[config.mk]
export PLATFORM = sky130hd
export DESIGN_NAME = vafs_top
export DESIGN_NICKNAME = d
export VERILOG_FILES = /design/src/rtl/vafs_pkg.sv /design/src/rtl/vafs_sync.sv /design/src/rtl/vafs_param_mem.sv /design/src/rtl/vafs_top.sv
export VERILOG_INCLUDE_DIRS = /design/src /design/src/rtl
export SDC_FILE = /design/constraint.sdc
export NUM_CORES = 1
export LEC_CHECK = 0
export BUFFER_PORTS_ARGS = -buffer_cell sky130_fd_sc_hd__buf_2
export CAP_MARGIN = 0
export CORE_UTILIZATION = 30
export DETAILED_ROUTE_END_ITERATION = 7
export GPL_TIMING_DRIVEN = 0
export PLACE_DENSITY_LB_ADDON = 0.2
export SETUP_SLACK_MARGIN = 0.1
export SKIP_CTS_REPAIR_TIMING = 1
export SLEW_MARGIN = 5
export SYNTH_ARGS = -nofsm -noshare
export SYNTH_HDL_FRONTEND = slang
export SYNTH_SLANG_ARGS = --single-unit
[constraint.sdc]
create_clock -name clock -period 3.53 [get_ports clock]
set_input_delay 0.1765 -clock clock [delete_from_list [all_inputs] [get_ports clock]]
set_output_delay 0.1765 -clock clock [all_outputs]
set_load 0.02 [all_outputs]
[src/rtl/vafs_consts.svh]
// Purpose: constants of the valve amplifier fault supervisor
// Assumes: 200 MHz clock
// Notes: codes of signal types and inputs; field positions
`ifndef VAFS_CONSTS_SVH
`define VAFS_CONSTS_SVH
`define VAFS_DATA_W 12
`define VAFS_FULL_SCALE 12'hFFF
`define VAFS_NUM_DIN 8
`define VAFS_NUM_DOUT 2
`define VAFS_ENABLE_BIT 2
`define VAFS_SIG_0_5V 3'h0
`define VAFS_SIG_0_8V 3'h1
`define VAFS_SIG_0_10V 3'h2
`define VAFS_SIG_0_20MA 3'h3
`define VAFS_SIG_4_20MA 3'h4
`define VAFS_IN_V1 2'h0
`define VAFS_IN_I2 2'h1
`define VAFS_IN_V3 2'h2
`define VAFS_IN_I4 2'h3
`define VAFS_UV_THRESH_DEF 12'h2E0
`define VAFS_LIVE_ZERO_DEF 12'h333
`define VAFS_OPEN_THRESH_DEF 12'h071
`define VAFS_F_POWER 0
`define VAFS_F_CB_SUPPLY 1
`define VAFS_F_CB_IN_A 2
`define VAFS_F_CB_IN_B 3
`define VAFS_F_SOL_A 4
`define VAFS_F_SOL_B 5
`define VAFS_F_MEMORY 6
`define VAFS_NUM_FAULTS 7
`endif

[src/rtl/vafs_pkg.sv]
// Purpose: types of the valve amplifier fault supervisor
// Assumes: vafs_consts.svh
// Notes: structs carry configuration and measurements; faults are a 7-bit vector
`include "vafs_consts.svh"
package vafs_pkg;
    typedef enum logic [1:0] {
        VAFS_MODE_1,
        VAFS_MODE_2,
        VAFS_MODE_3,
        VAFS_MODE_4
    } vafs_mode_t;
    typedef struct packed {
        vafs_mode_t mode;
        logic cable_break_en;
        logic [2:0] sig_type;
        logic [1:0] input_a;
        logic [1:0] input_b;
        logic invert;
    } vafs_cfg_t;
    typedef struct packed {
        logic [11:0] supply;
        logic [11:0] ana_a;
        logic [11:0] ana_b;
        logic [11:0] ctrl_a;
        logic [11:0] ctrl_b;
        logic [11:0] cur_a;
        logic [11:0] cur_b;
    } vafs_meas_t;
    typedef logic [6:0] vafs_faults_t;
endpackage

[src/rtl/vafs_sync.sv]
// Purpose: two-stage synchroniser for a bus of pin levels
// Assumes: levels only, no multi-bit coherence needed
// Notes: first stage is read only by the second
`timescale 1ns/100ps
module vafs_sync #(
    parameter int W = 8
) (
    input wire logic clock,
    input wire logic rst_n,
    input wire logic [W-1:0] d,
    output logic [W-1:0] q
);
    logic [W-1:0] meta_r;
    always_ff @(posedge clock) begin
        if (!rst_n) begin
            meta_r <= '0;
            q <= '0;
        end else begin
            meta_r <= d;
            q <= meta_r;
        end
    end
endmodule

[src/rtl/vafs_param_mem.sv]
// Purpose: working copy of stored parameter words
// Assumes: factory set written in through the write port
// Notes: read data registered
`timescale 1ns/100ps
module vafs_param_mem #(
    parameter int DEPTH = 16,
    parameter int AW = 4,
    parameter int DW = 16
) (
    input wire logic clock,
    input wire logic rst_n,
    input wire logic wr_en,
    input wire logic [AW-1:0] wr_addr,
    input wire logic [DW-1:0] wr_data,
    input wire logic [AW-1:0] rd_addr,
    output logic [DW-1:0] rd_data
);
    logic [DW-1:0] mem_r [DEPTH];
    always_ff @(posedge clock) begin
        if (wr_en) begin
            mem_r[wr_addr] <= wr_data;
        end
    end
    always_ff @(posedge clock) begin
        if (!rst_n) begin
            rd_data <= '0;
        end else begin
            rd_data <= mem_r[rd_addr];
        end
    end
endmodule

[src/rtl/vafs_top.sv]
// Purpose: configuration and fault supervision of a two-solenoid amplifier
// Assumes: analog values arrive digitised on the clock; pins are async
// Notes: the serial protocol layer sits outside; it drives the strobes
`timescale 1ns/100ps
`include "vafs_consts.svh"
module vafs_top #(
    parameter int DW = `VAFS_DATA_W,
    parameter int NDI = `VAFS_NUM_DIN,
    parameter int NDO = `VAFS_NUM_DOUT,
    parameter logic [11:0] UV_THRESH = `VAFS_UV_THRESH_DEF,
    parameter logic [11:0] LIVE_ZERO = `VAFS_LIVE_ZERO_DEF,
    parameter logic [11:0] OPEN_THRESH = `VAFS_OPEN_THRESH_DEF
) (
    input wire logic clock,
    input wire logic rst_n,
    input wire logic cfg_wr,
    input wire vafs_pkg::vafs_cfg_t cfg_in,
    output vafs_pkg::vafs_cfg_t cfg_out,
    output logic cfg_rejected,
    input wire logic [NDI-1:0] din_pin,
    input wire logic [NDI-1:0] force_en,
    input wire logic [NDI-1:0] force_val,
    input wire logic [NDO-1:0] dout_req,
    output logic [NDI-1:0] din_state,
    output logic [NDO-1:0] dout_pin,
    output logic [NDO-1:0] dout_state,
    input wire vafs_pkg::vafs_meas_t meas_in,
    input wire logic gen_supply_break,
    input wire logic [11:0] preset_a,
    input wire logic [11:0] preset_b,
    input wire logic sol_open_a,
    input wire logic sol_open_b,
    input wire logic mem_verify_fail,
    input wire logic store_params,
    input wire logic default_load,
    output logic [11:0] cmd_a,
    output logic [11:0] cmd_b,
    output logic block_a,
    output logic block_b,
    input wire logic diag_req,
    output vafs_pkg::vafs_faults_t diag_snapshot,
    output logic diag_valid,
    input wire logic values_req,
    output vafs_pkg::vafs_meas_t values_snapshot,
    output logic values_valid,
    input wire logic [3:0] param_rd_addr,
    output logic [15:0] param_rd_data,
    output logic default_done
);
    localparam vafs_pkg::vafs_cfg_t CFG_RESET = '{
        mode: vafs_pkg::VAFS_MODE_1, cable_break_en: 1'b0,
        sig_type: `VAFS_SIG_0_10V, input_a: `VAFS_IN_V1,
        input_b: `VAFS_IN_V3, invert: 1'b0};

    // configuration check
    logic sig_is_current;
    logic inp_a_current;
    logic inp_b_current;
    logic type_ok;
    logic inputs_ok;
    logic cfg_ok;
    vafs_pkg::vafs_cfg_t cfg_r;
    assign sig_is_current = (cfg_in.sig_type == `VAFS_SIG_0_20MA) ||
                            (cfg_in.sig_type == `VAFS_SIG_4_20MA);
    assign inp_a_current = (cfg_in.input_a == `VAFS_IN_I2) ||
                           (cfg_in.input_a == `VAFS_IN_I4);
    assign inp_b_current = (cfg_in.input_b == `VAFS_IN_I2) ||
                           (cfg_in.input_b == `VAFS_IN_I4);
    // mode 2 carries offset; voltage only there is a small choice
    assign type_ok = (cfg_in.sig_type <= `VAFS_SIG_4_20MA) &&
        !(cfg_in.mode == vafs_pkg::VAFS_MODE_2 && sig_is_current);
    assign inputs_ok = (inp_a_current == sig_is_current) &&
                       (inp_b_current == sig_is_current);
    // also refused here so a faulty configurer cannot share an input
    assign cfg_ok = type_ok && inputs_ok &&
                    (cfg_in.input_a != cfg_in.input_b);

    always_ff @(posedge clock) begin
        if (!rst_n) begin
            cfg_r <= CFG_RESET;
            cfg_rejected <= 1'b0;
        end else if (cfg_wr) begin
            if (cfg_ok) begin
                cfg_r <= cfg_in;
            end
            cfg_rejected <= !cfg_ok;
        end
    end
    assign cfg_out = cfg_r;

    // digital inputs
    logic [NDI-1:0] din_sync;
    logic [NDI-1:0] din_eff;
    vafs_sync #(.W(NDI)) u_din_sync (
        .clock(clock),
        .rst_n(rst_n),
        .d(din_pin),
        .q(din_sync)
    );
    genvar gi;
    generate
        for (gi = 0; gi < NDI; gi++) begin : g_din
            assign din_eff[gi] = force_en[gi] ? force_val[gi]
                                              : din_sync[gi];
        end
    endgenerate

    logic enable_now;
    logic enable_prev_r;
    logic reenable;
    assign enable_now = din_eff[`VAFS_ENABLE_BIT];
    assign reenable = enable_now && !enable_prev_r;

    // fault detection
    logic is_live_zero;
    logic cb_in_a;
    logic cb_in_b;
    logic [6:0] fault_evt;
    logic [6:0] fault_r;
    logic [6:0] fault_nxt;
    assign is_live_zero = cfg_r.sig_type == `VAFS_SIG_4_20MA;
    assign cb_in_a = is_live_zero && meas_in.ana_a < LIVE_ZERO;
    assign cb_in_b = is_live_zero && meas_in.ana_b < LIVE_ZERO;
    assign fault_evt[`VAFS_F_POWER] = meas_in.supply < UV_THRESH;
    assign fault_evt[`VAFS_F_CB_SUPPLY] =
        cfg_r.cable_break_en && gen_supply_break;
    assign fault_evt[`VAFS_F_CB_IN_A] = cfg_r.cable_break_en && cb_in_a;
    assign fault_evt[`VAFS_F_CB_IN_B] =
        cfg_r.cable_break_en && cb_in_b;
    assign fault_evt[`VAFS_F_SOL_A] =
        sol_open_a && cmd_a > OPEN_THRESH;
    assign fault_evt[`VAFS_F_SOL_B] = sol_open_b && cmd_b > OPEN_THRESH;
    assign fault_evt[`VAFS_F_MEMORY] = mem_verify_fail;

    // set wins over clear; memory bit ignores re-enable
    assign fault_nxt[5:0] = fault_evt[5:0] |
                            (reenable ? 6'h00 : fault_r[5:0]);
    assign fault_nxt[6] = fault_evt[6] |
                          (store_params ? 1'b0 : fault_r[6]);

    always_ff @(posedge clock) begin
        if (!rst_n) begin
            fault_r <= 7'h00;
            // an enable already high at reset is not a re-enable edge
            enable_prev_r <= 1'b1;
        end else begin
            fault_r <= fault_nxt;
            enable_prev_r <= enable_now;
        end
    end

    // output command and blocking
    logic blk_all;
    logic blk_a_nxt;
    logic blk_b_nxt;
    logic [11:0] map_a;
    logic [11:0] map_b;
    assign blk_all = fault_r[`VAFS_F_POWER] | fault_r[`VAFS_F_CB_SUPPLY] |
                     fault_r[`VAFS_F_MEMORY];
    assign blk_a_nxt = blk_all | fault_r[`VAFS_F_CB_IN_A] |
                       fault_r[`VAFS_F_SOL_A];
    assign blk_b_nxt = blk_all | fault_r[`VAFS_F_CB_IN_B] |
                       fault_r[`VAFS_F_SOL_B];
    assign map_a = cfg_r.invert ? (`VAFS_FULL_SCALE - preset_a)
                                : preset_a;
    assign map_b = cfg_r.invert ? (`VAFS_FULL_SCALE - preset_b)
                                : preset_b;

    always_ff @(posedge clock) begin
        if (!rst_n) begin
            cmd_a <= 12'h000;
            cmd_b <= 12'h000;
            block_a <= 1'b1;
            block_b <= 1'b1;
            dout_pin <= '0;
            dout_state <= '0;
            din_state <= '0;
        end else begin
            // hold off the solenoid while blocked
            cmd_a <= blk_a_nxt ? 12'h000 : map_a;
            cmd_b <= blk_b_nxt ? 12'h000 : map_b;
            block_a <= blk_a_nxt;
            block_b <= blk_b_nxt;
            dout_pin <= dout_req;
            dout_state <= dout_req;
            din_state <= din_eff;
        end
    end

    // snapshots taken once per request, no streaming
    always_ff @(posedge clock) begin
        if (!rst_n) begin
            diag_snapshot <= 7'h00;
            diag_valid <= 1'b0;
            values_snapshot <= '0;
            values_valid <= 1'b0;
        end else begin
            diag_valid <= diag_req;
            values_valid <= values_req;
            if (diag_req) begin
                diag_snapshot <= fault_r;
            end
            if (values_req) begin
                values_snapshot <= meas_in;
            end
        end
    end

    // factory default load into working parameter memory
    typedef enum logic [0:0] {ST_IDLE, ST_LOAD} vafs_ld_t;
    vafs_ld_t ld_r;
    logic [3:0] ld_addr_r;
    logic [15:0] factory_word;
    logic ld_wr;
    // factory set is a simple fixed pattern; real values are loaded at build
    assign factory_word = {12'h000, ld_addr_r};
    assign ld_wr = ld_r == ST_LOAD;

    always_ff @(posedge clock) begin
        if (!rst_n) begin
            ld_r <= ST_IDLE;
            ld_addr_r <= 4'h0;
            default_done <= 1'b0;
        end else begin
            default_done <= 1'b0;
            unique case (ld_r)
                ST_IDLE: begin
                    if (default_load) begin
                        ld_r <= ST_LOAD;
                        ld_addr_r <= 4'h0;
                    end
                end
                ST_LOAD: begin
                    ld_addr_r <= ld_addr_r + 4'h1;
                    if (ld_addr_r == 4'hF) begin
                        ld_r <= ST_IDLE;
                        default_done <= 1'b1;
                    end
                end
            endcase
        end
    end

    vafs_param_mem #(.DEPTH(16), .AW(4), .DW(16)) u_mem (
        .clock(clock),
        .rst_n(rst_n),
        .wr_en(ld_wr),
        .wr_addr(ld_addr_r),
        .wr_data(factory_word),
        .rd_addr(param_rd_addr),
        .rd_data(param_rd_data)
    );
endmodule

==> results_dict.tcl, run 1 <==
set metrics [dict create \
    status "completed" \
    dp_slack_ns 1.35 \
    dp_cells 1428 \
    p_leak_nw 5.94 \
    cpPeakStageDelay_ns 0.83 \
    coreArea_um2 28900 \
    stdcell_area_um2 13200 \
    final_cells 1625 \
    grt_overflow 0 \
    synth_warnings 0 \
    clock_sinks 239 \
    critical_path_class "flip-flop to flip-flop" \
    drt_iter0_markers 248 \
    drc 0 \
    hold_start "sol_open_a" \
    fmax_mhz 465 \
    finalNetCount 1384 \
    synth.distinct_cells 44 \
    port_buffers 301 \
    p_sw_mw 1.60 \
    hold_viol 0 \
    ios 320 \
    endpoint_kind "flip-flop" \
    cts.path.max_buffers 3 \
    timing.hold.ws_ns 0.00575 \
    start_util_pct 30.6 \
    crit_family "flip-flops" \
    post-route-period-util_pct 61.0 \
    critPathSlowestCell "dfxtp_1" \
    path_cells "ha_1 -> nand2_1 -> nor3_1" \
    drv_slew 0 \
    grt_start_max_net_pins 23 \
    rows 62 \
    ant_nets 0 \
    cts_tree "yes" \
    seqPwrFrac_pct 46.4 \
    ys_seq_elements 239 \
    post_dp_cell_area_um2 10900 \
    fin_worst_skew_ns 0.0123 \
    drt-pass1-iter-count 4 \
    total_power_mw 6.42 \
    avgSynthCellArea_um2 12.1 \
    worst_setup_path_start_kind "flip-flop" \
    syn-cell-area_um2 8830 \
    fin_crit_ns 2.15 \
    r2r_start "ld_addr_r[0]" \
    ys_seq_area_share_pct 61.5 \
    via_per_inst 4.27 \
    die-height_um 174 \
    numCtsBuffers 27 \
    die_area_um2 30100 \
    p_int_mw 4.83 \
    cp_num_buf_inv 0 \
    setup_ws_ns 1.38 \
    dp_hpwl_mm 18.3 \
    clock_latency_ns 0.52 \
    slew_headroom_pct 47.6 \
    cp.required_ns 3.69 \
    sw_frac_of_total_pct 24.8 \
    power_density_nw_per_um2 488 \
    die_w_um 174 \
    setup_violations 0 \
    via_count 6937 \
    startpoint "ld_addr_r[0]" \
    crit_arrival_ns 2.31 \
    grt_pass1_wl_mm 36.5 \
    final_core_util_pct 45.6 \
    finalWirelength_mm 25.2 \
    wl_per_cell_um 15.5 \
    root_buffer "clkbuf_16" \
    grt_pass1_vias 6527 \
    synth_cells 732 \
    area_growth_pct 49.2 \
    clkPwrFrac_pct 40.9 \
    path_clk_slew_ns 0.06 \
    diodes 0 \
    ir_worst_vdd_uv 280 \
    tns_ns 0 \
    antenna_found_initial 0 \
    pwr-share-comb_pct 12.6 \
    gp_congestion 0.819 \
    layout-drive-gt1-share_pct 32.8 \
    min_path_type "input port to flip-flop" \
    track_usage_pct 15.6 \
    worst_slew_pin_slew_ns 0.785 \
    cts.htree.levels 1 \
    max_cap_violations 0 \
    cp_max_fo 22 \
    grt_setup_unrepaired "false" \
]
cells by family (layout without fill, tap and decap cells):
group,Yosys count,in the layout,synth area share (%)
buf+inv,64,562,3.81
compound gates,39,39,2.95
simple gates,229,229,11.6
xor+xnor,25,25,2.48
fa+ha+maj,4,4,0.567
mux,131,131,17.1
other cells,1,12,0.0425
flops,239,239,61.5
cells in the final DEF, fill, tap and decap left out, types with 16 or more instances in the layout:
cell	netlist	routed
buf_2	11	312
dfxtp_1	175	175
buf_4	16	16
and2_1	20	20
nand2_1	29	29
mux2i_1	115	115
nor2_1	136	136
xnor2_1	25	25
dlygate4sd3_1	0	147
clkbuf_16	0	28
edfxtp_1	64	64
mux4_2	16	16
clkbuf_1	21	25
routing by layer:
metal  vias to the layer above  track usage, %  share of wire [%]
met3                        35            5.59                7.3
met4                         0            3.24                1.5
met1                      3225            16.7                 38
met2                       202            29.4                 53
met5                         -               0                  0
li1                       3475               -                  -
area by class of cell:
cell class                      count  area [µm²]
Tap cell                          384         480
Clock inverter                     15        83.8
Inverter                            7        26.3
Buffer                             57         310
Clock buffer                       35         757
Multi-Input combinational cell    440        3110
Fill cell                        2794       15700
Sequential cell                   239        5430
Timing Repair Buffer              448        2980
power groups by stage:
stage / combinational [mW] / sequential [mW] / clock [mW]
after floorplan: 0.290 / 3.15 / 0
after global placement: 0.680 / 3.04 / 0
after detailed placement: 0.686 / 3.04 / 0
after CTS: 0.687 / 2.98 / 2.72
after global routing: 0.879 / 2.99 / 2.83
final: 0.812 / 2.98 / 2.63
worst reg2reg max path, stage by stage, from the launching register on:
cell and delay [ns]:
dfxtp_1 0.83, ha_1 0.31, nand2_1 0.16, nor3_1 0.49
state kept, by name, indices dropped and copies added (netlist names):
signal and count:
values_snapshot 84, u_mem.mem_r 64, cmd_a 12, cmd_b 12, cfg_out 11, din_state 8
u_din_sync.meta_r 8, u_din_sync.q 8, diag_snapshot 7, fault_r 7, ld_addr_r 4, u_mem.rd_data 4
dout_state 2, block_a 1, block_b 1, cfg_rejected 1, default_done 1, diag_valid 1
enable_prev_r 1, ld_r 1, values_valid 1
worst paths after layout:
check	to	slack, ns	cells past startpoint
setup / recovery	u_mem.mem_r[3][1]	1.38	3
hold / removal	fault_r[4]	0.006	3
setup reg to reg	u_mem.mem_r[3][1]	1.38	3
hold reg to reg	u_din_sync.q[4]	0.43	1
synth_stat cells:
cell type / count / area [µm²]
a31oi_1: 1 / 6.26
or4_1: 4 / 30.0
buf_6: 3 / 33.8
a41oi_1: 1 / 8.76
or2_2: 1 / 6.26
a211oi_1: 2 / 15.0
conb_1: 1 / 3.75
edfxtp_1: 64 / 1920
nand2_1: 29 / 109
o21ai_0: 6 / 30.0
a21oi_1: 10 / 50.1
a22oi_1: 1 / 7.51
and2_1: 20 / 125
a211o_1: 2 / 17.5
nand4bb_1: 1 / 11.3
nand3b_1: 1 / 7.51
or4b_1: 1 / 10.0
a311oi_1: 2 / 17.5
inv_1: 6 / 22.5
nor2_2: 10 / 62.6
nand3_1: 6 / 30.0
clkbuf_1: 21 / 78.8
o311a_1: 1 / 10.0
o211ai_1: 3 / 22.5
o22ai_1: 4 / 25.0
nor2b_1: 1 / 6.26
a21o_1: 1 / 7.51
nand2b_1: 4 / 25.0
nor2_1: 136 / 510
xnor2_1: 25 / 219
buf_4: 16 / 120
a31o_2: 2 / 17.5
or3_1: 1 / 6.26
ha_1: 4 / 50.1
inv_2: 1 / 3.75
buf_2: 11 / 55.1
dfxtp_1: 175 / 3500
a311o_1: 1 / 10.0
buf_1: 6 / 22.5
mux2i_1: 115 / 1150
nor3_1: 12 / 60.1
or3_4: 2 / 22.5
mux4_2: 16 / 360
o31ai_1: 2 / 15.0
(Power assumes the default switching activity.)
==> inputs of run 2 (changes only) <==
==> constraint.sdc (replaced) <==
create_clock -name clock -period 1.9 [get_ports clock]
set_input_delay 0.095 -clock clock [delete_from_list [all_inputs] [get_ports clock]]
set_output_delay 0.095 -clock clock [all_outputs]
set_load 0.02 [all_outputs]
==> run 2 against run 1 <==
Net effect:
- fmax increased by 16%
- sequential share of layout area decreased by 0.12 points
- sequential power increased by 86%
- non-clock buffer count increased by 3
- die area unchanged
- cell count increased by 0.18%
- setup slack got worse by 1.3 ns
- combinational power increased by 86%
==> results_dict.tcl, run 2 (synthesis gave the netlist of run 1 again) <==
set metrics [dict create \
    final_cells 1628 \
    ios 320 \
    grt_pass1_wl_mm 36.5 \
    worst_slew_pin_slew_ns 0.775 \
    area_growth_pct 49.8 \
    seqPwrFrac_pct 46.4 \
    largest_reg_flops 84 \
    layout_common_cells "buf_2 (312), dfxtp_1 (171), dlygate4sd3_1 (151), nor2_1 (135), mux2i_1 (115)" \
    die_area_um2 30100 \
    port_buffers 301 \
    die_w_um 174 \
    critical_path_class "flip-flop to flip-flop" \
    reg_top3 "values_snapshot: 84 flops, u_mem.mem_r: 64 flops" \
    path_cells "buf_1 -> nand2_1 -> nor3_1" \
    sw_frac_of_total_pct 24.8 \
    grt_overflow 0 \
    p_sw_mw 2.97 \
    p_int_mw 8.97 \
    wl_per_cell_um 15.5 \
    cp_num_buf_inv 1 \
    clock_sinks 239 \
    endpoint_kind "flip-flop" \
    diodes 0 \
    antenna_found_initial 0 \
    worst_setup_path_start_kind "flip-flop" \
    rr_worst_depth 3 \
    post-route-period-util_pct 97.6 \
    die-height_um 174 \
    fin_worst_skew_ns 0.0117 \
    cts.htree.levels 1 \
    ant_nets 0 \
    drt-pass1-iter-count 4 \
    cpPeakStageDelay_ns 0.54 \
    path_clk_slew_ns 0.06 \
    hold_depth 4 \
    numCtsBuffers 27 \
    dp_hpwl_mm 18.3 \
    drt_iter0_markers 265 \
    root_buffer "clkbuf_16" \
    crit_arrival_ns 2.01 \
    hold_viol 0 \
    rows 62 \
    p_leak_nw 5.96 \
    cts.path.max_buffers 3 \
    status "completed" \
    layout_commonest_cell "buf_2" \
    critPathSlowestCell "nor3_1" \
    dp_cells 1428 \
    grt_setup_unrepaired "true" \
    setup_violations 0 \
    gp_congestion 0.819 \
    fin_crit_ns 1.86 \
    cp_num_cells 3 \
    cp.required_ns 2.06 \
    layout-drive-gt1-share_pct 33.3 \
    tns_ns 0 \
    via_per_inst 4.27 \
    final_core_util_pct 45.8 \
    min_path_type "input port to flip-flop" \
    power_density_nw_per_um2 903 \
    fmax_mhz 539 \
    via_count 6950 \
    start_util_pct 30.6 \
    finalWirelength_mm 25.2 \
    crit_family "simple AND/OR/NAND/NOR gates" \
    cp_max_fo 10 \
    clkPwrFrac_pct 40.9 \
    finalNetCount 1387 \
    pwr-share-comb_pct 12.7 \
    max_cap_violations 0 \
    slew_headroom_pct 48.3 \
    track_usage_pct 15.6 \
    fillers 2785 \
    drv_slew 0 \
    cts_tree "yes" \
    grt_start_max_net_pins 23 \
    clock_latency_ns 0.52 \
    grt_pass1_vias 6527 \
    top_register "values_snapshot" \
    ir_worst_vdd_uv 521 \
    coreArea_um2 28900 \
    drc 0 \
    r2r_setup_slack_ns 0.04 \
]
run 2: changes by cell type in the layout (fill, tap and decap cells not counted), moves of 2 or more:
cell | before | now
dfxtp_1 | 175 | 171
dfxtp_2 | 0 | 3
dlygate4sd3_1 | 147 | 151
nor3_1 | 12 | 10
nor3_2 | 0 | 2
run 2: final cells by class:
| type | instances | area [µm²] | share of cell area [%] |
|---|---|---|---|
| Inverter | 7 | 26.3 | 0.199 |
| Clock inverter | 15 | 83.8 | 0.634 |
| Clock buffer | 35 | 757 | 5.72 |
| Buffer | 56 | 307 | 2.32 |
| Sequential cell | 239 | 5430 | 41.1 |
| Tap cell | 384 | 480 | 3.63 |
| Multi-Input combinational cell | 440 | 3120 | 23.6 |
| Timing Repair Buffer | 452 | 3020 | 22.8 |
run 2: layer usage:
layer / part of all wire [%] / vias to the layer above / routed length, µm / GRT usage [%]
li1: - / 3478 / - / -
met1: 38 / 3236 / 9550 / 16.7
met2: 53 / 201 / 13400 / 29.4
met3: 7.3 / 35 / 1840 / 5.59
met4: 1.5 / 0 / 370 / 3.24
met5: 0 / - / 0 / 0
run 2: path summary, 6_finish.rpt:
kind	start	endpoint
worst max-delay path	ld_r	u_mem.mem_r[1][2]
worst min-delay path	cfg_in[2]	cfg_out[2]
worst max register to register	ld_r	u_mem.mem_r[1][2]
worst min register to register	u_din_sync.meta_r[4]	u_din_sync.q[4]
run 2: tightest hold or removal path: stages:
cell and delay, ns:
buf_2 0.11, inv_1 0.08, o211ai_1 0.10, o311a_1 0.10
run 2: metrics by stage:
step,setup WS [ns],power [mW],cell area (µm²),hold slack [ns]
after floorplan,0.247,6.39,8870,0.212
after global placement,-0.232,6.91,10900,0.300
after detailed placement,-0.284,6.92,10900,0.305
after CTS,-0.290,11.9,11700,-0.254
after global routing,-0.0542,12.5,13200,0.0187
final,0.0450,11.9,13200,0.00151
run 2: power by group through the flow:
stage / sequential (mW) / combinational (mW) / clock [mW]
finish: 5.54 / 1.51 / 4.89
global route: 5.56 / 1.64 / 5.25
CTS: 5.54 / 1.28 / 5.05
detailed placement: 5.65 / 1.27 / 0
global placement: 5.64 / 1.26 / 0
floorplan: 5.85 / 0.539 / 0
==> inputs of run 3 (changes only) <==
--- a/config.mk
+++ b/config.mk
@@ -10,11 +10,12 @@
 export CAP_MARGIN = 0
 export CORE_UTILIZATION = 30
 export DETAILED_ROUTE_END_ITERATION = 7
-export GPL_TIMING_DRIVEN = 0
 export PLACE_DENSITY_LB_ADDON = 0.2
+export REMOVE_ABC_BUFFERS = 1
 export SETUP_SLACK_MARGIN = 0.1
 export SKIP_CTS_REPAIR_TIMING = 1
 export SLEW_MARGIN = 5
 export SYNTH_ARGS = -nofsm -noshare
 export SYNTH_HDL_FRONTEND = slang
+export SYNTH_HIERARCHICAL = 1
 export SYNTH_SLANG_ARGS = --single-unit
==> run 3 against run 2 <==
Net effect:
- critical path depth grew 4
- clock skew grew 0.019 ns
- register-to-register slack better by 0.23 ns
- flip-flop and latch count rose by 204
- count of clock-buffer cells in the layout rose by 37
- non-clock buffer count increased by 21
- largest power group unchanged
- setup slack improved by 0.12 ns
- via count up 59%
- power increased by 89%
- sequential power is 90% higher
- first-iteration DRC count grew 100%
- synthesized cell count up 52%
==> results_dict.tcl, run 3 <==
set metrics [dict create \
    status "completed" \
    crit_family "buffers and inverters" \
    seqCellArea_um2 11400 \
    route.met3.wl_mm 2.95 \
    cts.htree.levels 2 \
    synth_top_area_cell "edfxtp_1" \
    reg_top3 "u_mem/mem_r: 256 flops, values_snapshot: 84 flops, u_mem/rd_data: 16 flops" \
    clkPwrFrac_pct 44.6 \
    crit_path_frequent_cell "dlygate4sd3_1" \
    root_buffer "clkbuf_16" \
    post-route-period-util_pct 91.4 \
    cp_num_buf_inv 3 \
    path_clk_slew_ns 0.06 \
    finalNetCount 1984 \
    dp_hpwl_mm 30.2 \
    cp_max_fo 2 \
    worst_slew_pin_slew_ns 0.616 \
    slew_headroom_pct 58.7 \
    synthMostInstantiatedCell "edfxtp_1" \
    fin_worst_skew_ns 0.0310 \
    cpPeakStageDelay_ns 0.59 \
    drc 0 \
    max_cap_violations 0 \
    start_util_pct 30.5 \
    numCtsBuffers 51 \
    cts_tree "yes" \
    p_leak_nw 9.71 \
    top_register "u_mem/mem_r" \
    synth.distinct_cells 50 \
    yosys.area.top_type_share_pct 46.6 \
    fmax_mhz 576 \
    sw_frac_of_total_pct 22.8 \
    ant_nets 0 \
    setup_violations 0 \
    hold_viol 0 \
    rows 85 \
    synth_warnings 6 \
    cp.required_ns 2.42 \
    endpoint_kind "flip-flop" \
    grt_setup_unrepaired "false" \
    yosys-top-cells-count "edfxtp_1 (256), dfxtp_1 (187), mux2i_1 (164)" \
    antenna_found_initial 0 \
    clock_sinks 443 \
    grt_pass1_vias 10713 \
    critPathSlowestCell "dlygate4sd3_1" \
    track_usage_pct 15.2 \
    fin_crit_ns 1.74 \
    ys_seq_area_share_pct 69.3 \
    min_path_type "input port to flip-flop" \
    ir_worst_vdd_uv 831 \
    syn-cell-area_um2 16500 \
    largest_reg_flops 256 \
    synth_cells 1116 \
    via_count 11071 \
    total_power_mw 22.5 \
    ios 320 \
    drt_iter0_markers 531 \
    wl_per_cell_um 17.1 \
    multi_input_area_um2 5360 \
    crit_arrival_ns 2.26 \
    die-height_um 237 \
    p_sw_mw 5.13 \
    ys_seq_elements 443 \
    layout_commonest_cell "buf_2" \
    final_core_util_pct 43.0 \
    synth_edf_count 256 \
    die_area_um2 55900 \
    pwr-share-comb_pct 8.8 \
    ys.flop_type "edfxtp_1" \
    grt_pass1_wl_mm 64.7 \
    clock_latency_ns 0.59 \
    path_cells "dlygate4sd3_1 -> buf_2 -> a211o_1 -> a311oi_1 -> nor2_1 -> o41ai_1 -> dlygate4sd3_1" \
    port_buffers 319 \
    avgSynthCellArea_um2 14.8 \
    grt_start_max_net_pins 117 \
    top_layer "met4" \
    layout_common_cells "buf_2 (317), edfxtp_1 (256), conb_1 (192), dfxtp_1 (187), mux2i_1 (164)" \
    synth_area_leaders "edfxtp_1 (47%), dfxtp_1 (23%), mux2i_1 (9.9%)" \
    coreArea_um2 54000 \
    power_density_nw_per_um2 969 \
    async_flop_share_pct 0 \
    area_growth_pct 41.0 \
    route.met2.wl_mm 21.4 \
    wl_met1_mm 18.4 \
    grt_overflow 0 \
    drt-pass1-iter-count 5 \
    p_int_mw 17.4 \
    seqPwrFrac_pct 46.7 \
    fillers 5051 \
    critical_path_class "input port to flip-flop" \
    cts.path.max_buffers 3 \
    layout-drive-gt1-share_pct 27.2 \
    die_w_um 237 \
    drv_slew 0 \
    gp_congestion 0.785 \
    worst_setup_path_start_kind "input port" \
    via_per_inst 4.32 \
    finalWirelength_mm 43.8 \
    diodes 0 \
]
run 3: changes by cell type after synthesis, moves of 12 or more:
cell	before	now
a21oi_1	10	27
a22oi_1	1	25
a311oi_1	2	14
and2_2	0	12
buf_4	16	3
dfxtp_1	175	187
edfxtp_1	64	256
mux2i_1	115	164
nand2_1	29	46
nand3_1	6	24
nor2_1	136	150
o2111ai_1	0	12
run 3: power groups by stage:
stage / Combinational [mW] / Sequential, mW / Clock, mW
global route: 2.14 / 10.5 / 10.8
CTS: 1.72 / 10.5 / 10.3
global placement: 1.71 / 10.7 / 0
finish: 1.98 / 10.5 / 10.0
detailed placement: 1.72 / 10.7 / 0
floorplan: 0.602 / 11.0 / 0
run 3: tightest hold or removal path, cell delays in order:
cell and delay (ns):
buf_2 0.11, nand2_1 0.08, o31ai_2 0.13, nand3_1 0.11
a21oi_1 0.05
run 3: cell families (layout without fill, tap and decap cells):
group           count (synthesis)  in the layout  share of synthesized area, %
compound gates                109            109                          4.77
mux                           196            196                          14.5
flops                         443            443                          69.3
buf+inv                        70            627                          2.69
fa+ha+maj                       1              1                        0.0758
xor+xnor                       25             25                          1.33
simple gates                  271            271                          7.29
other cells                     1            192                        0.0227
run 3: final timing paths:
kind / end / depth (start not counted) / slack, ns / from
setup / recovery: fault_r[2] / 7 / 0.16 / meas_in[61]
hold / removal: cfg_out[7] / 5 / 0.05 / cfg_in[1]
setup reg to reg: fault_r[2] / 4 / 0.27 / cfg_out[5]
hold reg to reg: u_din_sync/q[4] / 1 / 0.43 / u_din_sync/meta_r[4]
run 3: area by class of cell:
| cell class | count | share of cell area, % |
|---|---|---|
| Sequential cell | 443 | 49.2 |
| Multi-Input combinational cell | 794 | 23.1 |
| Timing Repair Buffer | 529 | 16.4 |
| Clock buffer | 72 | 6.36 |
| Tap cell | 696 | 3.74 |
| Clock inverter | 22 | 1.17 |
| Inverter | 4 | 0.0753 |
run 3: metal layers:
| metal | vias to the layer above | track usage [%] |
|---|---|---|
| met4 | 0 | 4.84 |
| met2 | 336 | 25.7 |
| met1 | 5305 | 18.5 |
| met3 | 67 | 4.58 |
| met5 | - | 0 |
| li1 | 5363 | - |
run 3: metrics by stage:
stage / setup WS [ns] / setup TNS [ns] / hold WS (ns) / cell area [µm²] / instances
3_3_place_gp: 0.333 / 0 / 0.302 / 19900 / 2310
3_5_place_dp: 0.324 / 0 / 0.309 / 19900 / 2310
6_report: 0.163 / 0 / 0.0504 / 23300 / 2560
2_1_floorplan: -0.647 / -50.81 / 0.157 / 16800 / 1241
4_1_cts: 0.228 / 0 / -0.331 / 21700 / 2404
5_1_grt: 0.129 / 0 / 0.0458 / 23300 / 2560
